[config.mk]
export PLATFORM = sky130hd
export DESIGN_NAME = irct_tx
export DESIGN_NICKNAME = d
export VERILOG_FILES = /design/src/core/irct_pkg.sv /design/src/core/irct_tx.sv
export SDC_FILE = /design/constraint.sdc
export NUM_CORES = 1
export LEC_CHECK = 0
export ABC_AREA = 1
export BUFFER_PORTS_ARGS = -buffer_cell sky130_fd_sc_hd__buf_2
export CORE_MARGIN = 10
export CORE_UTILIZATION = 49
export DETAILED_ROUTE_END_ITERATION = 10
export PLACE_DENSITY = 0.76
export RECOVER_POWER = 25
export SLEW_MARGIN = 40
export SYNTH_ARGS = -nofsm -noshare
export SYNTH_HDL_FRONTEND = slang
export SYNTH_SLANG_ARGS = --single-unit
[constraint.sdc]
create_clock -name clk -period 1.9 [get_ports clk]
set_clock_uncertainty 0.2 [all_clocks]
set_input_delay 0.475 -clock clk [delete_from_list [all_inputs] [get_ports clk]]
set_output_delay 0.475 -clock clk [all_outputs]
set_load 0.05 [all_outputs]
[src/core/irct_pkg.sv]
// package: constants and control, status and lifecycle types for the infrared remote carrier pwm transmitter
package irct_pkg;
    localparam int CAR_W = 8;
    localparam int DAT_W = 16;
    localparam logic [CAR_W-1:0] CAR_ZERO = 8'h00;
    localparam logic [DAT_W-1:0] DAT_ZERO = 16'h0000;
    localparam logic [CAR_W-1:0] CAR_ONE = 8'h01;
    localparam logic [DAT_W-1:0] DAT_ONE = 16'h0001;

    // control bits written by software
    typedef struct packed {
        logic moduleEnable;
        logic oneshotSelect;
        logic compareBufEn;
        logic outInvert;
        logic carrierModEn;
    } irct_ctrl_t;

    // status bits shown to software
    typedef struct packed {
        logic countRun;
        logic counterReset;
        logic softReset;
        logic dataCountRunning;
        logic activeBufBusy;
        logic lengthBufBusy;
        logic activeMatchFlag;
        logic lengthMatchFlag;
    } irct_stat_t;

    // counter lifecycle
    typedef enum logic [1:0] {
        ST_IDLE,
        ST_CLEAR,
        ST_RUN
    } irct_state_t;
endpackage : irct_pkg

[src/core/irct_tx.sv]
// file: infrared remote carrier pwm transmitter core
`timescale 1ns/100ps
module irct_tx (
    // clock and reset
    input wire logic clk,
    input wire logic srst,
    // static control
    input wire irct_pkg::irct_ctrl_t ctrl,
    input wire logic [irct_pkg::CAR_W-1:0] carrierPeriod,
    input wire logic [irct_pkg::CAR_W-1:0] carrierDuty,
    // setting writes (one-cycle strobes with data)
    input wire logic activeLenWr,
    input wire logic [irct_pkg::DAT_W-1:0] activeLenIn,
    input wire logic bitLenWr,
    input wire logic [irct_pkg::DAT_W-1:0] bitLenIn,
    // command strobes
    input wire logic runSetWr,
    input wire logic runClrWr,
    input wire logic counterResetWr,
    input wire logic softResetWr,
    input wire logic activeFlagClrWr,
    input wire logic lengthFlagClrWr,
    // interrupt enables
    input wire logic activeIrqEn,
    input wire logic lengthIrqEn,
    // read back
    output logic [irct_pkg::DAT_W-1:0] dataCount,
    output logic [irct_pkg::DAT_W-1:0] activeLen,
    output logic [irct_pkg::DAT_W-1:0] bitLen,
    output irct_pkg::irct_stat_t status,
    output logic irq,
    // pins
    output logic irTxOut,
    output logic clearPulseOut
);
    import irct_pkg::*;

    logic [CAR_W-1:0] carCnt_q, carCnt_d;
    logic carrier_q, carrier_d;
    logic [DAT_W-1:0] datCnt_q, datCnt_d;
    logic data_q, data_d;
    logic [DAT_W-1:0] activeLen_q, activeLen_d, bitLen_q, bitLen_d;
    logic [DAT_W-1:0] activeBuf_q, activeBuf_d, lengthBuf_q, lengthBuf_d;
    logic activeBusy_q, activeBusy_d, lengthBusy_q, lengthBusy_d;
    logic apFlag_q, apFlag_d, dbFlag_q, dbFlag_d;
    logic run_q, run_d;
    logic softRst_q, softRst_d;
    irct_state_t state_q, state_d;
    logic irq_q, tx_q, clp_q;
    logic clearShown_q, runShown_q;

    // compare sources and match decode
    wire [DAT_W-1:0] apCmp = ctrl.compareBufEn ? activeBuf_q : activeLen_q;
    wire [DAT_W-1:0] dbCmp = ctrl.compareBufEn ? lengthBuf_q : bitLen_q;
    wire running = (state_q == ST_RUN) && run_q;
    wire apMatch = running && (datCnt_q == apCmp);
    wire dbMatch = running && (datCnt_q == dbCmp);

    // carrier compares against the static period and duty
    wire crDutyHit = carCnt_q == carrierDuty;
    wire crPerHit = carCnt_q == carrierPeriod;

    // write acceptance; a refused write leaves the setting and its busy flag alone
    wire enabled = ctrl.moduleEnable;
    wire activeWrOk = activeLenWr && enabled && !(ctrl.compareBufEn && activeBusy_q);
    wire lengthWrOk = bitLenWr && enabled && !(ctrl.compareBufEn && lengthBusy_q);

    // events that steer the counters and the shadows
    wire reload = ctrl.compareBufEn && dbMatch;
    wire oneshotStop = dbMatch && ctrl.oneshotSelect;
    wire clearCnt = (state_q == ST_CLEAR) || softRst_q;

    // output shaping ahead of the pin flops
    wire carGate = ctrl.carrierModEn ? carrier_q : 1'b1;
    wire txRaw = carGate & data_q;
    // clear pulse is high from active match to end of bit
    wire clpRaw = running && !data_q;

    // counter lifecycle
    always_comb begin
        state_d = state_q;
        case (state_q)
            ST_IDLE: begin
                if (counterResetWr && enabled) begin
                    state_d = ST_CLEAR;
                end else if (run_q) begin
                    state_d = ST_RUN;
                end
            end
            ST_CLEAR: state_d = run_q ? ST_RUN : ST_IDLE;
            ST_RUN: begin
                if (counterResetWr && enabled) begin
                    state_d = ST_CLEAR;
                end else if (!run_d) begin
                    state_d = ST_IDLE;
                end
            end
            default: state_d = ST_IDLE;
        endcase
        if (softRst_q) begin
            state_d = ST_IDLE;
        end
    end

    // run control and soft reset pulse
    always_comb begin
        run_d = run_q;
        if (runSetWr && enabled) begin
            run_d = 1'b1;
        end
        if (runClrWr) begin
            run_d = 1'b0;
        end
        if (oneshotStop) begin
            run_d = 1'b0;
        end
        if (softRst_q) begin
            run_d = 1'b0;
        end
        softRst_d = softResetWr && !softRst_q;
    end

    // carrier generator
    always_comb begin
        carCnt_d = carCnt_q;
        carrier_d = carrier_q;
        if (clearCnt) begin
            carCnt_d = CAR_ZERO;
            carrier_d = 1'b1;
        end else if (running) begin
            if (crPerHit) begin
                carCnt_d = CAR_ZERO;
                carrier_d = ~carrier_q;
            end else begin
                carCnt_d = carCnt_q + CAR_ONE;
                if (crDutyHit) begin
                    carrier_d = ~carrier_q;
                end
            end
        end
    end

    // data generator
    always_comb begin
        datCnt_d = datCnt_q;
        data_d = data_q;
        if (clearCnt) begin
            datCnt_d = DAT_ZERO;
            data_d = 1'b1;
        end else if (running) begin
            if (dbMatch) begin
                datCnt_d = DAT_ZERO;
                data_d = 1'b1;
            end else begin
                datCnt_d = datCnt_q + DAT_ONE;
                if (apMatch) begin
                    data_d = 1'b0;
                end
            end
        end
    end

    // settings, shadows and busy flags
    always_comb begin
        activeLen_d = activeWrOk ? activeLenIn : activeLen_q;
        bitLen_d = lengthWrOk ? bitLenIn : bitLen_q;
        activeBuf_d = activeBuf_q;
        lengthBuf_d = lengthBuf_q;
        activeBusy_d = activeBusy_q;
        lengthBusy_d = lengthBusy_q;
        if (!ctrl.compareBufEn || !running) begin
            activeBuf_d = activeLen_d; // shadows track while idle or unbuffered
            lengthBuf_d = bitLen_d;
            activeBusy_d = 1'b0;
            lengthBusy_d = 1'b0;
        end else begin
            if (reload) begin
                activeBuf_d = activeLen_q;
                lengthBuf_d = bitLen_q;
                activeBusy_d = 1'b0;
                lengthBusy_d = 1'b0;
            end
            if (activeWrOk) begin
                activeBusy_d = 1'b1;
            end
            if (lengthWrOk) begin
                lengthBusy_d = 1'b1;
            end
        end
    end

    // compare flags, set wins over clear
    always_comb begin
        apFlag_d = apFlag_q;
        dbFlag_d = dbFlag_q;
        if (activeFlagClrWr || softRst_q) begin
            apFlag_d = 1'b0;
        end
        if (lengthFlagClrWr || softRst_q) begin
            dbFlag_d = 1'b0;
        end
        if (apMatch) begin
            apFlag_d = 1'b1;
        end
        if (dbMatch) begin
            dbFlag_d = 1'b1;
        end
    end

    // state registers
    always_ff @(posedge clk) begin
        if (srst) begin
            state_q <= ST_IDLE;
            run_q <= 1'b0;
            softRst_q <= 1'b0;
            carCnt_q <= CAR_ZERO;
            carrier_q <= 1'b1;
            datCnt_q <= DAT_ZERO;
            data_q <= 1'b1;
        end else begin
            state_q <= state_d;
            run_q <= run_d;
            softRst_q <= softRst_d;
            carCnt_q <= carCnt_d;
            carrier_q <= carrier_d;
            datCnt_q <= datCnt_d;
            data_q <= data_d;
        end
    end

    // setting and flag registers
    always_ff @(posedge clk) begin
        if (srst) begin
            activeLen_q <= DAT_ZERO;
            bitLen_q <= DAT_ZERO;
            activeBuf_q <= DAT_ZERO;
            lengthBuf_q <= DAT_ZERO;
            activeBusy_q <= 1'b0;
            lengthBusy_q <= 1'b0;
            apFlag_q <= 1'b0;
            dbFlag_q <= 1'b0;
        end else begin
            activeLen_q <= activeLen_d;
            bitLen_q <= bitLen_d;
            activeBuf_q <= activeBuf_d;
            lengthBuf_q <= lengthBuf_d;
            activeBusy_q <= activeBusy_d;
            lengthBusy_q <= lengthBusy_d;
            apFlag_q <= apFlag_d;
            dbFlag_q <= dbFlag_d;
        end
    end

    // registered pins and interrupt
    always_ff @(posedge clk) begin
        if (srst) begin
            irq_q <= 1'b0;
            tx_q <= 1'b0;
            clp_q <= 1'b0;
        end else begin
            irq_q <= (apFlag_q && activeIrqEn) || (dbFlag_q && lengthIrqEn);
            tx_q <= running ? (txRaw ^ ctrl.outInvert) : 1'b0;
            clp_q <= clpRaw;
        end
    end

    // status copies of the lifecycle, taken from next state so they match state_q and run_q exactly
    always_ff @(posedge clk) begin
        if (srst) begin
            clearShown_q <= 1'b0;
            runShown_q <= 1'b0;
        end else begin
            clearShown_q <= (state_d == ST_CLEAR);
            runShown_q <= (state_d == ST_RUN) && run_d;
        end
    end

    // read back, straight from registers
    assign dataCount = datCnt_q;
    assign activeLen = activeLen_q;
    assign bitLen = bitLen_q;
    assign status = '{
        countRun: run_q,
        counterReset: clearShown_q,
        softReset: softRst_q,
        dataCountRunning: runShown_q,
        activeBufBusy: activeBusy_q,
        lengthBufBusy: lengthBusy_q,
        activeMatchFlag: apFlag_q,
        lengthMatchFlag: dbFlag_q
    };
    assign irq = irq_q;
    assign irTxOut = tx_q;
    assign clearPulseOut = clp_q;
endmodule : irct_tx

======== Yosys cells after proc, flatten, opt, wreduce, memory -nomap -nowiden ========
Cells that the tools add are included.
word-level totals
  register bits after elaboration ......... 103
  latch bits .............................. 0
  RAM bits ................................ 0
  memory bits (read-only) ................. 0
  input bits .............................. 65
  logic and storage cells ................. 109
  memories kept ........................... 0
cells by class
  $add $sub $neg .......................... 2
  multipliers ............................. 0
  divide/modulo/power cells ............... 0
  magnitude comparators ................... 0
  equal/unequal tests ..................... 8
  shift-type cells ........................ 0
  muxes and demuxes ....................... 33
  bitwise logic cells ..................... 4
  reduce and logical (&&, ||, !) cells .... 42
operator list
  cell                                           count
  2-to-1 mux 16 bit                              9
  == test 16 bit                                 2
  logical AND 1 bit                              18
  adder 16 x 1 -> 16 bit, second input constant  1
  == test 8 bit                                  2
  2-to-1 mux 1 bit                               16
  nonzero test 2 bit                             7
  2-to-1 mux 2 bit                               6
  adder 8 x 1 -> 8 bit, second input constant    1
  2-to-1 mux 8 bit                               1
  logical NOT 1 bit                              6
  case mux 2 bit (3 select lines)                1
  OR reduction 2 bit                             3
  logical OR 1 bit                               5
  == test 2 x 1 -> 1 bit, second input constant  2
  == test 2 bit, second input constant           2
  AND reduction 2 bit                            2
  logical NOT 2 bit                              1
  inverter 1 bit                                 2
  bitwise AND 1 bit                              1
  XOR 1 bit                                      1

======== Longest topological paths before layout ========
Gate-level depths: netlist of the first run.
  depth after elaboration ................. 12
  depth in mapped cells ................... 15
  gate-level depth less buffers ........... 13

======== Worst setup path after synthesis of the first run ========
Ideal clock, no wire load.
  path kind ............................... flip-flop to flip-flop
  start point ............................. reg datCnt_q[0] (netlist: dataCount[0])
  end point ............................... reg datCnt_q[13] (netlist: dataCount[13])
  library setup time ...................... 0.123 ns
  arrival ................................. 2.011 ns
  slack ................................... -0.434 ns
  cell stages (with the launch flop) ...... 12
  path buffers ............................ 0
  path through ............................ dfxtp_1 > inv_1 > nor3_1 > nand2_1 > nor2_1 > nand2_1 > nor2_1 > nand2_1 > nor2_1 > nand2_1 > o21ai_0 > a21oi_1
on the way
  cells in the longest elaborated chain, start to end .. 3
RTL lines
  what                                                                            line            source
  start: declaration                                                              irct_tx.sv:40   logic [DAT_W-1:0] datCnt_q, datCnt_d;
  start signal: assignment                                                        irct_tx.sv:226  datCnt_q <= datCnt_d;
  parallel branches: the longest is 2 deep, another holds adder 16 x 1 -> 16 bit  --
  2-to-1 mux 16 bit (*)                                                           irct_tx.sv:151  if (dbMatch) begin
Every way passes the cells marked *.
A chain may end at the register's enable or synchronous reset.

======== Worst setup path in the final report of the first run ========
  start point ............................. in ctrl[2] (netlist bit)
  end point ............................... reg datCnt_q[14] (netlist: dataCount[14])
on the way
  cells in the longest elaborated chain, start to end .. 4
RTL lines
  what                line            source
  start: declaration  irct_tx.sv:8    input wire irct_pkg::irct_ctrl_t ctrl,
  2-to-1 mux 16 bit   irct_tx.sv:54   wire [DAT_W-1:0] dbCmp = ctrl.compareBufEn ? lengthBuf_q : bitLen_q;
  == test 16 bit      irct_tx.sv:57   wire dbMatch = running && (datCnt_q == dbCmp);
  logical AND 1 bit   irct_tx.sv:57
  2-to-1 mux 16 bit   irct_tx.sv:151
Every way passes these cells.

==> impl_metrics.json, run 1 <==
{
  "outcome": "finished, violations left",
  "violations": "negative setup slack",
  "synth-async-reset-ratio_pct": 0,
  "crit_type": "primary input to flop",
  "min_delay_path_depth": 3,
  "drt-pass1-iter-count": 7,
  "cts_tree": "yes",
  "portBuffers": 123,
  "rows": 38,
  "synthDistinctLibCells": 37,
  "grt_max_degree": 74,
  "synth_edf_count": 0,
  "drive_gt1_share_pct": 36.7,
  "setup_ws_ps": -90.7,
  "cp_top_family": "simple AND/OR/NAND/NOR gates",
  "yosysMostFrequentCell": "nand2_1",
  "synth_area_leaders": "dfxtp_1 (38%), nand2_1 (17%), nor2_1 (5.4%)",
  "hold_ws_ps": 112,
  "end_kind": "flop",
  "gp_congestion": 0.923,
  "critPathMaxStageDelay_ps": 220,
  "vias_per_cell": 5.28,
  "hold_buffers": 0,
  "hold_class": "primary input to flop",
  "crit_required_ps": 1980,
  "synth_top_area_cell": "dfxtp_1",
  "die_x_microns": 126,
  "overflow": 0,
  "r2r_setup_slack_ps": -80,
  "fp.dieH_microns": 126,
  "max_freq_mhz": 502,
  "ant_nets": 0,
  "die-area_sq_mm": 0.0158,
  "grt_pass1_wl_microns": 28500,
  "worstSkewPairLatency_ps": 390,
  "first_iter_violations": 655,
  "cts_inserted_buffers": 9,
  "cap_violations": 0,
  "antenna_cells": 0,
  "ys_seq_area_share_pct": 37.7,
  "leakage_nw": 3.67,
  "netlist.area_leader.share_pct": 37.7,
  "path_clk_slew_ps": 90,
  "slew_headroom_pct": 77.7,
  "layout.nets": 1093,
  "cp.arrival_ps": 2070,
  "multi_input_area_sq_mm": 0.00315,
  "finalHoldViolCount": 0,
  "ioPinCount": 124,
  "clockBufferDepth": 2,
  "placed_cell_area_sq_mm": 0.00699,
  "cts.sinks": 103,
  "setup_tns_ps": -1910,
  "syn_area_sq_mm": 0.00546,
  "antenna_found_initial": 0,
  "syn_nets": 875,
  "reg2reg_depth": 10,
  "synthFlopType": "dfxtp_1",
  "power_density_mw_per_mm2": 629,
  "drc": 0,
  "crit_buf_inv": 4,
  "startpoint": "ctrl[2]",
  "worst_pin_slew_ps": 335,
  "clockRootBuffer": "clkbuf_8",
  "yosysWarnings": 0,
  "synthTopCellsByCount": "nand2_1 (250), dfxtp_1 (103), nor2_1 (79), inv_1 (61), o21ai_0 (59)",
  "vias": 6176,
  "htreeDepth": 3,
  "final_max_slew_viol_count": 0,
  "setup_violations": 45,
  "ys_ff_latch": 103,
  "syn_inst": 808,
  "hp-start": "softResetWr",
  "rr_startpoint": "dataCount[3]",
  "cp_max_fo": 10,
  "rsz0062_at_grt": "true",
  "wl_microns": 18100,
  "coreArea_sq_mm": 0.0109,
  "postLayoutCellArea_sq_mm": 0.00773,
  "wl_per_cell_microns": 15.5,
  "avgSynthCellArea_sq_um": 6.76,
  "fin_crit_sh_pct": 105,
  "critPathLaunchType": "primary input",
  "cp.depth": 14,
  "track_usage_pct": 21.3,
  "slowest_stage": "buf_4",
  "grt_pass1_vias": 6006,
  "num-fill-cells": 866,
  "syn_to_final_growth_pct": 41.5,
  "dp_hpwl_microns": 12700,
  "regArea_sq_mm": 0.00211,
  "worstPathCellList": "buf_12, inv_8, buf_6, nand2_2, nand2_1, nand2_2, nand2_1, nor2_2, nand2_2, nor2_4, nand3_4, nand2_1, buf_4, nor3_1",
  "start_util_pct": 50.2,
  "irDropWorstVdd_uv": 517,
  "post-route-min-period_ps": 1990
}
layout by cell type, fill, tap and decap left out, drive strengths merged, types with 14 or more instances in the layout:
cell type	n
o211ai	20
dfxtp	103
mux2i	14
inv	63
nand3	30
xor2	19
nor3	15
clkbuf	18
a21oi	48
buf	246
nor2	84
nand2	253
o21ai	64
cell families after synthesis:
logic type / after synthesis / share of synthesized area [%]
and+or+nand+nor: 415 / 32.0
AOI/OAI and AO/OA: 139 / 14.0
buffers and inverters: 111 / 9.43
DFF: 103 / 37.7
xor gates and xnor gates: 24 / 3.85
muxes: 14 / 2.56
adders and majority gates: 2 / 0.458
final timing paths:
path | to
setup / recovery | dataCount[14]
hold / removal | softRst_q
setup reg to reg | dataCount[14]
hold reg to reg | activeBuf_q[4]
metal layers:
| metal | wire [microns] | part of all wire (%) | global-route usage, % |
|---|---|---|---|
| met5 | 0 | 0 | 0 |
| met4 | 617 | 3.4 | 9.21 |
| met3 | 1290 | 7.1 | 6.46 |
| met2 | 8800 | 49 | 35.8 |
| met1 | 7430 | 41 | 24.5 |
through the flow:
stage	total power [mW]	setup WS [ps]	util, %	cells
4_1_cts	4.79	3.50	68.6	1165
3_3_place_gp	3.22	-440	64.2	1139
6_report	4.86	-90.7	71.0	1169
2_1_floorplan	2.89	-147	-	808
5_1_grt	5.05	-203	71.0	1169
3_5_place_dp	3.23	-502	64.2	1139
worst register-to-register path: cells and delay by family, from the launching register on:
| kind | cells | cell delay (ps) |
|---|---|---|
| flip-flops | 1 | 370 |
| AND/OR/NAND/NOR | 8 | 980 |
| buffers and inverters | 2 | 340 |
report_power, final:
group | total, mW | leakage (nW) | switching, mW | internal (mW)
combinational | 0.989 | 2.71 | 0.580 | 0.408
sequential | 2.31 | 0.856 | 0.0651 | 2.24
clock | 1.56 | 0.112 | 0.763 | 0.801
total | 4.86 | 3.67 | 1.41 | 3.45
registers in the layout (all words and copies together), names as in the netlist, 2 cells and up:
register	count
activeBuf_q	16
activeLen	16
bitLen	16
carCnt_q	8
dataCount	16
lengthBuf_q	16
state_q	2
layout make-up:
type,count,area share (%)
Clock inverter,3,0.858
Inverter,64,3.40
Sequential cell,103,27.3
Timing Repair Buffer,253,23.4
Clock buffer,11,1.96
Multi-Input combinational cell,595,40.8
Tap cell,140,2.27
what timing repair did:
action                                  CTS  global route
pin swaps                                 9            31
resized for setup                        38            94
buffers inserted                          7             7
cloned                                    5             1
endpoints found under the setup margin   46            56
No activity file was read; power rests on OpenSTA's default activity.
==> inputs of run 2 (changes only) <==
--- a/config.mk
+++ b/config.mk
@@ -8,9 +8,9 @@
 export ABC_AREA = 1
 export BUFFER_PORTS_ARGS = -buffer_cell sky130_fd_sc_hd__buf_2
 export CORE_MARGIN = 10
-export CORE_UTILIZATION = 49
+export CORE_UTILIZATION = 55
 export DETAILED_ROUTE_END_ITERATION = 10
-export PLACE_DENSITY = 0.76
+export PLACE_DENSITY = 0.81
 export RECOVER_POWER = 25
 export SLEW_MARGIN = 40
 export SYNTH_ARGS = -nofsm -noshare
==> constraint.sdc (replaced) <==
create_clock -name clk -period 2.5 [get_ports clk]
set_clock_uncertainty 0.2 [all_clocks]
set_input_delay 0.625 -clock clk [delete_from_list [all_inputs] [get_ports clk]]
set_output_delay 0.625 -clock clk [all_outputs]
set_load 0.05 [all_outputs]
==> run 2 against run 1 <==
Against the previous run:
- the run now ends clean
- clock power fell by 30%
- core utilization fell by 4.5 points
- combinational power fell by 40%
- cell count fell by 8.6%
- wire length fell by 16%
- final area fell by 16%
- count of clock-buffer cells in the layout fell by 2
- via count fell by 9.7%
- worst setup slack improved by 380 ps
- sequential share of layout area rose by 4.5 points
- die area fell by 9.2%
- critical endpoint is now activeBusy_q
- largest power group unchanged
- highest routed layer unchanged
==> impl_metrics.json, run 2 (synthesis results as in run 1) <==
{
  "leakage_nw": 3.07,
  "die-area_sq_mm": 0.0143,
  "clockRootBuffer": "clkbuf_8",
  "portBuffers": 123,
  "cts.sinks": 103,
  "wl_microns": 15300,
  "crit_required_ps": 2580,
  "path_clk_slew_ps": 100,
  "r2r-end": "dataCount[13]",
  "drc": 0,
  "grt_pass1_wl_microns": 24800,
  "end_kind": "flop",
  "gp_congestion": 0.965,
  "hp-start": "data_q",
  "cp_max_fo": 73,
  "ant_nets": 0,
  "setup_tns_ps": 0,
  "irDropWorstVdd_uv": 376,
  "power_density_mw_per_mm2": 531,
  "rows": 36,
  "first_iter_violations": 425,
  "cp.arrival_ps": 2290,
  "coreArea_sq_mm": 0.00973,
  "cap_violations": 0,
  "htreeDepth": 3,
  "placedCellCount": 1052,
  "hold_buffers": 0,
  "hold_class": "flop to flop",
  "power_frac_clock_pct": 31.7,
  "worst_pin_slew_ps": 1500,
  "fin_cells": 1068,
  "p_sw_share_pct": 30.4,
  "num-fill-cells": 936,
  "cts_inserted_buffers": 9,
  "grt_pass1_vias": 5201,
  "drt-pass1-iter-count": 5,
  "antenna_cells": 0,
  "track_usage_pct": 20.6,
  "rsz0062_at_grt": "false",
  "drive_gt1_share_pct": 20.3,
  "crit_type": "primary input to flop",
  "die_x_microns": 120,
  "ioPinCount": 124,
  "post-route-min-period_ps": 2210,
  "p_int_mw": 2.39,
  "dp_hpwl_microns": 11800,
  "r2r_setup_slack_ps": 290,
  "fp.dieH_microns": 120,
  "vias_per_cell": 5.22,
  "hold_path_end": "clearPulseOut",
  "regArea_sq_mm": 0.00206,
  "min_delay_path_depth": 1,
  "vias": 5574,
  "fin_crit_sh_pct": 88.5,
  "slew_headroom_pct": 0.0993,
  "cts_tree": "yes",
  "setup_violations": 0,
  "post-cts-setup-buffers": 0,
  "overflow": 0,
  "antenna_found_initial": 0,
  "start_util_pct": 56.2,
  "reg2reg_depth": 11,
  "power.switching_mw": 1.04,
  "final_max_slew_viol_count": 0,
  "rr_startpoint": "dataCount[0]",
  "wl_per_cell_microns": 14.3,
  "p_comb_share_pct": 17.3,
  "critPathLaunchType": "primary input",
  "outcome": "finished, final reports clean",
  "layout.nets": 997,
  "worstSkewPairLatency_ps": 390,
  "p_seq_share_pct": 51.0,
  "mostFrequentLayoutCell": "nand2_1",
  "clockBufferDepth": 2,
  "final_cell_mix": "nand2_1 (250), buf_2 (120), dfxtp_1 (103), nor2_1 (79), inv_1 (60)",
  "multi_input_area_sq_mm": 0.00289,
  "finalHoldViolCount": 0,
  "grt_max_degree": 74,
  "syn_to_final_growth_pct": 18.4,
  "max_freq_mhz": 452
}
[run 2: changes by cell type in the layout (fill, tap and decap cells not counted), sizes merged]
cell,delta
buf,-92
clkbuf,-5
clkinvlp,+3
inv,+2
bufinv,-1
nand2,-1
[run 2: layer usage]
metal	global-route usage, %	wire (microns)	vias up
li1	-	-	2864
met1	24.9	6600	2476
met2	34.4	7080	198
met3	5.58	1130	36
met4	7.77	467	0
met5	0	0	-
[run 2: what timing repair did]
item,4_1_cts,5_1_grt
resized for setup,0,3
endpoints found under the hold margin,0,0
endpoints found under the setup margin,0,7
[run 2: worst max-delay path by stage]
stage | start | slack, ps | cells after the start | to
2_1_floorplan | dataCount[0] | 170 | 11 | dataCount[13]
3_3_place_gp | ctrl[2] | -130 | 14 | lengthBuf_q[12]
3_5_place_dp | ctrl[2] | -170 | 14 | lengthBuf_q[12]
4_1_cts | ctrl[2] | 220 | 14 | lengthBuf_q[12]
5_1_grt | dataCount[0] | 70 | 11 | dataCount[13]
6_report | srst | 290 | 5 | activeBusy_q
[run 2: cell type report]
cell class                      instances  share of cell area (%)
Clock buffer                            9                    1.91
Inverter                               64                    3.75
Multi-Input combinational cell        594                    44.6
Clock inverter                          7                    1.22
Timing Repair Buffer                  158                    14.1
Tap cell                              133                    2.57
Sequential cell                       103                    31.9
[run 2: worst max-delay path: stages]
cell	delay, ps
clkbuf_1	100
clkbuf_2	1090
inv_1	220
nand2_1	170
a21oi_1	50
[run 2: power by group through the flow]
stage | Sequential, mW | Clock [mW] | Combinational, mW
2_1_floorplan | 1.88 | 0 | 0.306
3_3_place_gp | 1.79 | 0 | 0.584
3_5_place_dp | 1.79 | 0 | 0.591
4_1_cts | 1.75 | 1.09 | 0.594
5_1_grt | 1.76 | 1.17 | 0.656
6_report | 1.75 | 1.09 | 0.593
[run 2: per-stage QoR]
stage	hold slack [ps]	worst slack (ps)	cell area, sq um	utilization [%]	total power [mW]
floorplan	226	166	5460	-	2.19
global placement	244	-126	6270	64.5	2.37
detailed placement	242	-169	6270	64.5	2.38
CTS	258	217	6470	66.5	3.44
global route	268	65.5	6470	66.5	3.58
finish	255	288	6470	66.5	3.43
